$ cat config.mk
export PLATFORM = sky130hd
export DESIGN_NAME = status_exception_core
export DESIGN_NICKNAME = d
export VERILOG_FILES = /design/src/rtl/status_exception_pkg.sv /design/src/rtl/frame_check_unit.sv /design/src/rtl/status_exception_core.sv
export VERILOG_INCLUDE_DIRS = /design/src /design/src/rtl
export SDC_FILE = /design/constraint.sdc
export NUM_CORES = 1
export LEC_CHECK = 0
export ABC_AREA = 1
export ABC_CLOCK_PERIOD_IN_PS = 5700
export BUFFER_PORTS_ARGS = -buffer_cell sky130_fd_sc_hd__buf_2
export CORE_MARGIN = 8
export CORE_UTILIZATION = 57
export CTS_BUF_LIST = sky130_fd_sc_hd__clkbuf_4
export DETAILED_ROUTE_END_ITERATION = 8
export GPL_TIMING_DRIVEN = 1
export PLACE_DENSITY_LB_ADDON = 0.25
export SLEW_MARGIN = 20
export SYNTH_ARGS = -nofsm -noshare
export SYNTH_HDL_FRONTEND = slang
export SYNTH_SLANG_ARGS = --single-unit
$ cat constraint.sdc
create_clock -name clock -period 5.7 [get_ports clock]
set_clock_uncertainty 0.1 [all_clocks]
set_input_delay 0.285 -clock clock [delete_from_list [all_inputs] [get_ports clock]]
set_output_delay 0.285 -clock clock [all_outputs]
set_load 0.02 [all_outputs]
$ cat src/rtl/status_exception_regs.svh
// Register map, field positions, exception codes and timing figures of the
// status-monitor and exception-response block.
// Assumes inclusion by its bare name from any file that needs the map.
`ifndef STATUS_EXCEPTION_REGS_SVH
`define STATUS_EXCEPTION_REGS_SVH

// ********************************************************************
// Word addresses of the read-only map
// ********************************************************************
`define ADDR_DRIVE_STATUS_FLAGS     16'h2101
`define ADDR_FREQ_COMMAND_READBACK  16'h2102
`define ADDR_POWER_FACTOR_MONITOR   16'h210A
`define ADDR_MOTOR_SPEED_RPM        16'h210C
`define ADDR_ENCODER_PULSE_HIGH     16'h210D
`define ADDR_OUTPUT_POWER_KW        16'h210F
`define ADDR_FEEDBACK_SIGNAL_PCT    16'h2200
`define ADDR_USER_VALUE_LOW         16'h2201
`define ADDR_USER_VALUE_HIGH        16'h2202
`define ADDR_VOLTAGE_INPUT_PCT      16'h2203
`define ADDR_CURRENT_INPUT_PCT      16'h2204
`define ADDR_AUX_INPUT_PCT          16'h2205
`define ADDR_HEATSINK_TEMPERATURE   16'h2206

// ********************************************************************
// Status word field positions
// ********************************************************************
`define STAT_LAMPS_LSB      0
`define STAT_LAMPS_MSB      7
`define STAT_FREQ_COMM_BIT  8
`define STAT_FREQ_ANLG_BIT  9
`define STAT_OP_COMM_BIT    10
`define STAT_LOCKED_BIT     11
`define STAT_RUNNING_BIT    12
`define STAT_JOG_BIT        13

// ********************************************************************
// Function codes, exception codes and frame layout
// ********************************************************************
`define FUNC_READ_WORDS     8'h03
`define FUNC_WRITE_WORD     8'h06
`define FUNC_EXCEPTION_FLAG 8'h80
`define EXC_ILLEGAL_FUNC    8'h01
`define EXC_ILLEGAL_ADDR    8'h02
`define EXC_ILLEGAL_VALUE   8'h03
`define EXC_DEVICE_FAILURE  8'h04
`define EXC_TIMEOUT_DISPLAY 8'h10
`define MAX_READ_WORDS      16'h0008
`define LAST_INDEX_RTU      3'h4
`define LAST_INDEX_ASCII    3'h3
`define CRC_SEED            16'hFFFF
`define CRC_POLY            16'hA001

// ********************************************************************
// Timing
// ********************************************************************
`define CLOCK_PERIOD_NS     10
`define TIMEOUT_UNIT_NS     100000000

`endif
$ cat src/rtl/status_exception_pkg.sv
// Types shared by the status-monitor and exception-response block.
// Assumes nothing of its surroundings.
package status_exception_pkg;

    typedef enum logic [1:0] {
        ST_IDLE = 2'b00,
        ST_READ = 2'b01,
        ST_EXC  = 2'b10
    } engine_state_type;

endpackage

$ cat src/rtl/frame_check_unit.sv
// Combinational frame check over the three bytes of an exception reply.
// Assumes bytes in transmit order: slave address, function, exception code.
`timescale 1ns/1ns
`include "status_exception_regs.svh"

module frame_check_unit (
    // Reply bytes
    input  wire logic [7:0]  byte0,
    input  wire logic [7:0]  byte1,
    input  wire logic [7:0]  byte2,
    // Check results
    output logic      [15:0] crc_value,
    output logic      [7:0]  lrc_value
);

    logic [23:0] stream;
    logic [7:0]  sum;

    assign stream = {byte2, byte1, byte0};
    assign sum    = 8'(byte0 + byte1 + byte2);

    // ********************************************************************
    // Sixteen-bit cyclic check, reflected, and longitudinal check
    // ********************************************************************
    always_comb begin
        logic [15:0] crc;
        crc = `CRC_SEED;
        for (int b = 0; b < 3; b++) begin
            crc = crc ^ {8'h00, stream[b*8 +: 8]};
            for (int k = 0; k < 8; k++) begin
                crc = crc[0] ? ((crc >> 1) ^ `CRC_POLY) : (crc >> 1);
            end
        end
        crc_value = crc;
    end

    // Two's complement of the byte sum.
    assign lrc_value = 8'(~sum + 8'h01);

endmodule

$ cat src/rtl/status_exception_core.sv
// Status-monitor and exception-response engine of a drive's serial slave.
// Assumes an upstream frame receiver that delivers decoded requests and a
// downstream framer that wraps reply bytes (character coding, delimiters).
`timescale 1ns/1ns
`include "status_exception_regs.svh"

module status_exception_core #(
    parameter int unsigned TIMEOUT_UNIT_CYCLES = `TIMEOUT_UNIT_NS / `CLOCK_PERIOD_NS
) (
    // Clock and reset
    input  wire logic        clock,
    input  wire logic        rst,
    // Decoded request
    input  wire logic        req_valid,
    input  wire logic        req_comm_error,
    input  wire logic [7:0]  req_slave,
    input  wire logic [7:0]  req_function,
    input  wire logic [15:0] req_address,
    input  wire logic [15:0] req_count,
    output logic             req_ready,
    // Configuration and health
    input  wire logic [7:0]  my_address,
    input  wire logic        rtu_mode,
    input  wire logic        dev_fault,
    input  wire logic [15:0] timeout_period_setting,
    input  wire logic [1:0]  comm_fault_action_setting,
    input  wire logic        bus_activity,
    // Exception reply bytes
    output logic             tx_valid,
    output logic [7:0]       tx_byte,
    output logic             tx_last,
    input  wire logic        tx_ready,
    // Read words for the normal-reply framer
    output logic             rd_valid,
    output logic [15:0]      rd_addr,
    output logic [15:0]      rd_word,
    output logic             rd_last,
    // Drive state
    input  wire logic [7:0]  panel_lamps,
    input  wire logic        freq_from_comm,
    input  wire logic        freq_from_analog,
    input  wire logic        op_from_comm,
    input  wire logic        params_locked,
    input  wire logic        drive_running,
    input  wire logic        jog_active,
    // Monitor values
    input  wire logic [15:0] freq_command,
    input  wire logic [15:0] power_factor,
    input  wire logic [15:0] motor_speed,
    input  wire logic [15:0] encoder_pulse_high,
    input  wire logic [15:0] output_power,
    input  wire logic [15:0] feedback_pct,
    input  wire logic [15:0] user_low,
    input  wire logic [15:0] user_high,
    input  wire logic [15:0] voltage_analog_input,
    input  wire logic [15:0] current_analog_input,
    input  wire logic [15:0] aux_analog_input,
    input  wire logic [15:0] heatsink_temp,
    // Keypad error indication
    output logic             err_shown,
    output logic [7:0]       comm_error_display
);

    status_exception_pkg::engine_state_type state_reg, state_next;
    logic [2:0]  idx_reg;
    logic [15:0] addr_reg, left_reg;
    logic [7:0]  func_reg, code_reg;
    logic        mode_reg;
    logic [23:0] tick_reg;
    logic [15:0] silence_reg;
    logic        timeout_hit_reg;

    // ********************************************************************
    // Map decode
    // ********************************************************************
    function automatic logic is_mapped(input logic [15:0] a);
        return (a == `ADDR_DRIVE_STATUS_FLAGS) || (a == `ADDR_FREQ_COMMAND_READBACK) ||
               (a == `ADDR_POWER_FACTOR_MONITOR) || (a == `ADDR_MOTOR_SPEED_RPM) ||
               (a == `ADDR_ENCODER_PULSE_HIGH) || (a == `ADDR_OUTPUT_POWER_KW) ||
               (a >= `ADDR_FEEDBACK_SIGNAL_PCT && a <= `ADDR_HEATSINK_TEMPERATURE);
    endfunction

    wire [15:0] status_word = {2'b00, jog_active, drive_running,
                               params_locked,
                               op_from_comm,
                               freq_from_analog,
                               freq_from_comm,
                               panel_lamps};

    // Pure selection: a read leaves the drive's values alone; a read started with no exception clears err_shown unless timeout_event comes in that cycle.
    wire [15:0] word_sel =
        (addr_reg == `ADDR_DRIVE_STATUS_FLAGS)    ? status_word :
        (addr_reg == `ADDR_FREQ_COMMAND_READBACK) ? freq_command :
        (addr_reg == `ADDR_POWER_FACTOR_MONITOR)  ? power_factor :
        (addr_reg == `ADDR_MOTOR_SPEED_RPM)       ? motor_speed :
        (addr_reg == `ADDR_ENCODER_PULSE_HIGH)    ? encoder_pulse_high :
        (addr_reg == `ADDR_OUTPUT_POWER_KW)       ? output_power :
        (addr_reg == `ADDR_FEEDBACK_SIGNAL_PCT)   ? feedback_pct :
        (addr_reg == `ADDR_USER_VALUE_LOW)        ? user_low :
        (addr_reg == `ADDR_USER_VALUE_HIGH)       ? user_high :
        (addr_reg == `ADDR_VOLTAGE_INPUT_PCT)     ? voltage_analog_input :
        (addr_reg == `ADDR_CURRENT_INPUT_PCT)     ? current_analog_input :
        (addr_reg == `ADDR_AUX_INPUT_PCT)         ? aux_analog_input :
        (addr_reg == `ADDR_HEATSINK_TEMPERATURE)  ? heatsink_temp :
                                                    16'h0000;

    // Every word of a block read must exist; words past the count pass.
    logic [7:0] word_ok;
    for (genvar i = 0; i < 8; i++) begin : g_span
        assign word_ok[i] = (16'(i) >= req_count) || is_mapped(16'(req_address + 16'(i)));
    end

    // ********************************************************************
    // Request classification
    // ********************************************************************
    wire accept_any  = req_valid && (state_reg == status_exception_pkg::ST_IDLE);
    wire addressed   = req_slave == my_address;
    // Frames received with errors are dropped with no reply.
    wire accept      = accept_any && !req_comm_error && addressed;
    wire is_read     = req_function == `FUNC_READ_WORDS;
    wire is_write    = req_function == `FUNC_WRITE_WORD;
    wire count_bad   = is_read && (req_count == 16'h0000 || req_count > `MAX_READ_WORDS);
    wire span_bad    = is_read ? (word_ok != 8'hFF) : !is_mapped(req_address);

    // Writes to an existing word cannot be carried out: every word is read-only.
    wire [7:0] code_w =
        (!is_read && !is_write) ? `EXC_ILLEGAL_FUNC :
        count_bad               ? `EXC_ILLEGAL_VALUE :
        span_bad                ? `EXC_ILLEGAL_ADDR :
        (is_write || dev_fault) ? `EXC_DEVICE_FAILURE :
                                  8'h00;
    wire start_exc   = accept && (code_w != 8'h00);
    wire start_read  = accept && (code_w == 8'h00);

    // ********************************************************************
    // Exception reply assembly
    // ********************************************************************
    wire [7:0]  flagged_func = req_function | `FUNC_EXCEPTION_FLAG;
    wire [7:0]  chk_func     = start_exc ? flagged_func : func_reg;
    wire [7:0]  chk_code     = start_exc ? code_w : code_reg;
    wire        chk_mode     = start_exc ? rtu_mode : mode_reg;
    wire [2:0]  load_idx     = start_exc ? 3'h0 : 3'(idx_reg + 3'h1);
    wire [2:0]  last_idx     = chk_mode ? `LAST_INDEX_RTU : `LAST_INDEX_ASCII;
    wire [15:0] crc_w;
    wire [7:0]  lrc_w;

    frame_check_unit u_check (
        .byte0     (my_address),
        .byte1     (chk_func),
        .byte2     (chk_code),
        .crc_value (crc_w),
        .lrc_value (lrc_w)
    );

    // CRC goes low byte first; ASCII mode carries one LRC byte.
    wire [7:0] byte_sel =
        (load_idx == 3'h0) ? my_address :
        (load_idx == 3'h1) ? chk_func :
        (load_idx == 3'h2) ? chk_code :
        (load_idx == 3'h3) ? (chk_mode ? crc_w[7:0] : lrc_w) :
                             crc_w[15:8];
    wire tx_step = tx_valid && tx_ready;
    wire tx_done = tx_step && tx_last;

    // ********************************************************************
    // Engine
    // ********************************************************************
    always_comb begin
        case (state_reg)
            status_exception_pkg::ST_IDLE:
                state_next = start_exc  ? status_exception_pkg::ST_EXC :
                             start_read ? status_exception_pkg::ST_READ : state_reg;
            status_exception_pkg::ST_READ:
                state_next = (left_reg == 16'h0001) ? status_exception_pkg::ST_IDLE : state_reg;
            status_exception_pkg::ST_EXC:
                state_next = tx_done ? status_exception_pkg::ST_IDLE : state_reg;
            default:
                state_next = status_exception_pkg::ST_IDLE;
        endcase
    end

    always_ff @(posedge clock or posedge rst) begin
        if (rst) begin
            state_reg <= status_exception_pkg::ST_IDLE;
            req_ready <= 1'b1;
            idx_reg   <= 3'h0;
            func_reg  <= 8'h00;
            code_reg  <= 8'h00;
            mode_reg  <= 1'b0;
            addr_reg  <= 16'h0000;
            left_reg  <= 16'h0000;
        end else begin
            state_reg <= state_next;
            req_ready <= state_next == status_exception_pkg::ST_IDLE;
            if (start_exc) begin
                func_reg <= flagged_func;
                code_reg <= code_w;
                mode_reg <= rtu_mode;
            end
            if (start_exc || tx_step) begin
                idx_reg <= load_idx;
            end
            if (start_read) begin
                addr_reg <= req_address;
                left_reg <= req_count;
            end else if (state_reg == status_exception_pkg::ST_READ) begin
                addr_reg <= 16'(addr_reg + 16'h0001);
                left_reg <= 16'(left_reg - 16'h0001);
            end
        end
    end

    always_ff @(posedge clock or posedge rst) begin
        if (rst) begin
            tx_valid <= 1'b0;
            tx_byte  <= 8'h00;
            tx_last  <= 1'b0;
        end else if (start_exc || (tx_step && !tx_last)) begin
            tx_valid <= 1'b1;
            tx_byte  <= byte_sel;
            tx_last  <= load_idx == last_idx;
        end else if (tx_done) begin
            tx_valid <= 1'b0;
            tx_last  <= 1'b0;
        end
    end

    always_ff @(posedge clock or posedge rst) begin
        if (rst) begin
            rd_valid <= 1'b0;
            rd_addr  <= 16'h0000;
            rd_word  <= 16'h0000;
            rd_last  <= 1'b0;
        end else begin
            rd_valid <= state_reg == status_exception_pkg::ST_READ;
            rd_addr  <= addr_reg;
            rd_word  <= word_sel;
            rd_last  <= (state_reg == status_exception_pkg::ST_READ) && (left_reg == 16'h0001);
        end
    end

    // ********************************************************************
    // Bus silence watchdog and keypad indication
    // ********************************************************************
    // A slow prescaler keeps the silence counter narrow; it restarts on every
    // activity, so detection comes within a cycle of the set number of units.
    wire timeout_armed = (timeout_period_setting != 16'h0000) &&
                         (comm_fault_action_setting <= 2'h2);
    wire tick          = tick_reg == 24'(TIMEOUT_UNIT_CYCLES - 1);
    wire timeout_event = timeout_armed && !timeout_hit_reg &&
                         (silence_reg >= timeout_period_setting) && !bus_activity;

    always_ff @(posedge clock or posedge rst) begin
        if (rst) begin
            tick_reg        <= 24'h000000;
            silence_reg     <= 16'h0000;
            timeout_hit_reg <= 1'b0;
        end else if (bus_activity || !timeout_armed) begin
            tick_reg        <= 24'h000000;
            silence_reg     <= 16'h0000;
            timeout_hit_reg <= 1'b0;
        end else begin
            tick_reg <= tick ? 24'h000000 : 24'(tick_reg + 24'h000001);
            if (tick && silence_reg != 16'hFFFF) begin
                silence_reg <= 16'(silence_reg + 16'h0001);
            end
            if (timeout_event) begin
                timeout_hit_reg <= 1'b1;
            end
        end
    end

    // Codes up to 9 coincide in hex and two-digit decimal form.
    always_ff @(posedge clock or posedge rst) begin
        if (rst) begin
            err_shown          <= 1'b0;
            comm_error_display <= 8'h00;
        end else if (timeout_event) begin
            err_shown          <= 1'b1;
            comm_error_display <= `EXC_TIMEOUT_DISPLAY;
        end else if (start_exc) begin
            err_shown          <= 1'b1;
            comm_error_display <= code_w;
        end else if (start_read) begin
            err_shown          <= 1'b0;
        end
    end
endmodule

==> flow_summary.html <==
<table>
<tr><th>Metric</th><th>Value</th></tr>
<tr><th colspan="2">Worst setup path</th></tr>
<tr><td>CP Data Arrival Time</td><td>about 5.7 ns</td></tr>
<tr><td>Req. time, crit path</td><td>approximately 6.1 ns</td></tr>
<tr><td>Longest individual stage delay on the worst path</td><td>~0.50 ns</td></tr>
<tr><td>Worst setup EP type</td><td>flip-flop</td></tr>
<tr><td>Destination of the critical timing path</td><td>tx_byte[5]</td></tr>
<tr><td>Crit path launch type</td><td>input pin</td></tr>
<tr><td>R2r worst-path depth</td><td>24</td></tr>
<tr><td>Crit. Startpoint</td><td>req_address[6]</td></tr>
<tr><td>Flop2flop setup slack</td><td>roughly 0.74 ns</td></tr>
<tr><td>Dominant cell type by count on the critical path</td><td>nand2_1</td></tr>
<tr><td>Crit Reg-Reg Startpoint</td><td>state_reg[1]</td></tr>
<tr><td>Worst setup path category</td><td>in2reg</td></tr>
<tr><td>Critical path peak fanout</td><td>8</td></tr>
<tr><td>Critical-path cell with the highest stage delay</td><td>fa_1</td></tr>
<tr><td>Critical register-to-register path endpoint</td><td>tx_byte[5]</td></tr>
<tr><th colspan="2">Layout</th></tr>
<tr><td>Layout cell share with drive strength beyond 1</td><td>about a fifth</td></tr>
<tr><td>Number of nets in the layout</td><td>~3.0k</td></tr>
<tr><td>Largest register FFs</td><td>24</td></tr>
<tr><td>Final design utilization</td><td>~72%</td></tr>
<tr><td>Commonest cells after routing, fill and taps aside</td><td>506 x nand2_1, 343 x inv_1, 337 x buf_2</td></tr>
<tr><td>Non-Filler Cell Area, Final</td><td>between 15,000 and 20,000 sq um</td></tr>
<tr><td>Synth-to-layout area growth</td><td>24.81%</td></tr>
<tr><td>Most common library cell in the layout ignoring fill and taps</td><td>nand2_1</td></tr>
<tr><th colspan="2">Clocking</th></tr>
<tr><td>Setup Buffers After CTS</td><td>0</td></tr>
<tr><td>CTS tree</td><td>done</td></tr>
<tr><td>CTS H-tree depth</td><td>4</td></tr>
<tr><td>Clock transition at path regs</td><td>~0.17 ns</td></tr>
<tr><td>Maximum root-to-sink buffer count</td><td>2</td></tr>
<tr><td>Clk_lat worst skew</td><td>0.61 ns</td></tr>
<tr><td>Clk sink count</td><td>between 100 and 150</td></tr>
<tr><td>CTS Buf Count</td><td>17</td></tr>
<tr><td>CTS root buf</td><td>clkbuf_4</td></tr>
<tr><th colspan="2">Route</th></tr>
<tr><td>Remaining number of nets flagged by the antenna check after routing</td><td>0</td></tr>
<tr><td>Pre-Repair DR Iteration Count</td><td>9</td></tr>
<tr><td>Drt initial violations</td><td>2,068</td></tr>
<tr><td>Vias per cell</td><td>5.873</td></tr>
<tr><td>Remaining design rule violation count</td><td>0</td></tr>
<tr><td>Final Routed Wirelength</td><td>between 50 and 60 mm</td></tr>
<tr><td>WL/cell</td><td>approximately 19 microns</td></tr>
<tr><td>Total number of vias</td><td>~18k</td></tr>
<tr><th colspan="2">STA</th></tr>
<tr><td>Worst-case headroom to the max-slew limit</td><td>roughly 33%</td></tr>
<tr><td>Final number of setup-violating endpoints</td><td>0</td></tr>
<tr><td>Setup repair after global routing missed its margin</td><td>no</td></tr>
<tr><td>Final number of max-transition violations</td><td>0</td></tr>
<tr><td>Number of failing hold endpoints at the final stage</td><td>0</td></tr>
<tr><td>Slew at the pin with the worst max-slew slack</td><td>0.9922 ns</td></tr>
<tr><td>Highest clock rate</td><td>approximately 190 MHz</td></tr>
<tr><td>Worst hold slack after final layout</td><td>0.06146 ns</td></tr>
<tr><td>Fin crit share</td><td>between 90% and 100%</td></tr>
<tr><td>Final critical-path required period</td><td>5.310 ns</td></tr>
<tr><th colspan="2">Placed design</th></tr>
<tr><td>Dpl hpwl</td><td>44.98 mm</td></tr>
<tr><td>Area after detailed placement</td><td>16,690 sq um</td></tr>
<tr><td>Final weighted congestion in routability-driven placement</td><td>about 1.1</td></tr>
<tr><td>Count of buffers inserted at the top-level ports</td><td>roughly 340</td></tr>
<tr><th colspan="2">Synth</th></tr>
<tr><td>Yosys warning count</td><td>0</td></tr>
<tr><td>Post-synthesis sequential element count</td><td>between 100 and 150</td></tr>
<tr><td>Largest area contributor in the synthesized netlist</td><td>dfrtp_1</td></tr>
<tr><td>Syn_area_per_cell</td><td>around 6.4 sq um</td></tr>
<tr><td>Most instantiated flip-flop cell in the synthesis netlist</td><td>dfrtp_1</td></tr>
<tr><td>Async set or reset register ratio after synthesis</td><td>100.0%</td></tr>
<tr><td>Cells taking the most area after synthesis</td><td>dfrtp_1 26%, nand2_1 14%, inv_1 9.2%, nand3_1 6.7%, o21ai_0 5.9%</td></tr>
<tr><td>Area share of the leading cell type in the synthesized netlist</td><td>between 20% and 30%</td></tr>
<tr><td>Number of standard cells after synthesis</td><td>about 2.2k</td></tr>
<tr><td>Number of flops mapped to enable cells by yosys</td><td>0</td></tr>
<tr><td>Mapped cell area</td><td>14,050 sq um</td></tr>
<tr><td>Part of the Yosys area used for sequential elements</td><td>approximately 26%</td></tr>
<tr><td>Number of unique standard cell types used by synthesis</td><td>58</td></tr>
<tr><th colspan="2">Global route</th></tr>
<tr><td>Leftover overflow at the end of global routing</td><td>0</td></tr>
<tr><td>Initial antenna violation count</td><td>12</td></tr>
<tr><td>Global-route wire length before repair</td><td>between 80 and 90 mm</td></tr>
<tr><td>Maximum number of pins on one net before global-route repair</td><td>90</td></tr>
<tr><td>GR Util All Layers</td><td>a little under two fifths</td></tr>
<tr><td>Number of global-route vias before repair</td><td>16.80k</td></tr>
<tr><th colspan="2">Floorplan</th></tr>
<tr><td>Starting utilization of the core area</td><td>approximately 58%</td></tr>
<tr><td>Top-level I/O count</td><td>~340</td></tr>
<tr><td>Die extent in y</td><td>173.0 microns</td></tr>
<tr><td>Total Die Area</td><td>29,930 sq um</td></tr>
<tr><td>Std-Cell Core Area</td><td>roughly 24,000 sq um</td></tr>
<tr><td>Floorplan die width</td><td>roughly 170 microns</td></tr>
<tr><td>Site row count</td><td>57</td></tr>
<tr><th colspan="2">Job</th></tr>
<tr><td>MaxCap Viol Count</td><td>0</td></tr>
<tr><th colspan="2">Power</th></tr>
<tr><td>Standby leakage power</td><td>0.009642 uW</td></tr>
<tr><td>Final Power</td><td>3120 uW</td></tr>
<tr><td>IR Drop Worst-Case VDD</td><td>~0.14 mV</td></tr>
<tr><td>Power density relative to cell area</td><td>177.9 nW/um^2</td></tr>
<tr><th colspan="2">Run status</th></tr>
<tr><td>Outcome</td><td>finished clean</td></tr>
<tr><th colspan="2">Worst hold path</th></tr>
<tr><td>Cell depth of the worst hold path</td><td>4</td></tr>
<tr><td>Hold Path Class</td><td>in2reg</td></tr>
</table>
-- cell type report --
| cell class | instances | area (sq um) |
|---|---|---|
| diodes | 13 | 32.53 |
| clock buffers | 17 | 127.6 |
| clock inverters | 15 | 209.0 |
| fillers | 2091 | 6711 |
| inverters | 363 | 1371 |
| multi-input cells | 1621 | 8741 |
| flip-flops and latches | 145 | 3630 |
| well taps | 324 | 405.4 |
| repair buffers | 493 | 3020 |
-- logic make-up (layout without fill, tap and decap cells) --
group	count (synthesis)	count (layout)	synth area share [%]
AND/OR/NAND/NOR	1058	1058	33.23
buffers and inverters	441	888	12.24
AO/OA/AOI/OAI	413	413	17.39
flip-flops	145	145	25.83
XOR/XNOR	86	86	5.521
adder cells (fa/ha/maj)	59	59	5.681
other	1	17	0.02669
multiplexers	1	1	0.08014
-- routing by layer --
layer	GRT usage (%)	part of all wire, %	vias up
met2	59.73	45	1136
met1	45.33	38	8045
met3	7.602	10	240
met4	20.19	6.2	0
li1	-	-	8144
met5	0	0	-
-- stage by stage --
stage                     setup TNS, ns  worst slack [ns]  std cells
after floorplan                       0            0.2509       2207
final                                 0            0.3896       2991
after detailed placement        -0.5235           -0.2034       2901
after global routing                  0           0.02971       2990
after global placement          -0.2545          -0.09532       2901
after CTS                             0            0.4512       2978
-- timing repair --
action / in CTS / in global routing
endpoints found under the setup margin: 0 / 3
hold endpoints to repair: 123 / 0
hold buffers: 45 / 0
gates resized for setup: 0 / 7
-- where the power goes --
| group | switching [uW] | total [uW] | internal (uW) |
|---|---|---|---|
| Clock | 508 | 725 | 218 |
| Combinational | 806 | 1270 | 468 |
| Sequential | 36.0 | 1120 | 1080 |
-- worst min-delay path by stage --
stage / start / to
final: req_function[4] / func_reg[4]
after detailed placement: addr_reg[14] / rd_addr[14]
after CTS: req_function[4] / func_reg[4]
after floorplan: addr_reg[3] / rd_addr[3]
after global routing: req_function[4] / func_reg[4]
after global placement: addr_reg[14] / rd_addr[14]
-- worst max-delay path: cells and delay by family --
family                     cells  cell delay [ns]
muxes                          1             0.28
xor gates and xnor gates       1             0.18
and+or+nand+nor               20             2.21
buffers and inverters          6             0.84
AOI/OAI and AO/OA              5             0.68
adders and majority gates      3             1.20
-- synth_stat cells (all sizes together) (9+ instances only) --
library cell and count:
clkbuf 50, ha 51, a21oi 107, xor2 64, xnor2 22, nor3 51
buf 28, inv 356, nand3 192, o22ai 9, o21ai 179, nand2 525
dfrtp 144, nand4 43, o211ai 28, nor2 203, o221ai 48, nor4 28
(Power assumes the default switching activity.)
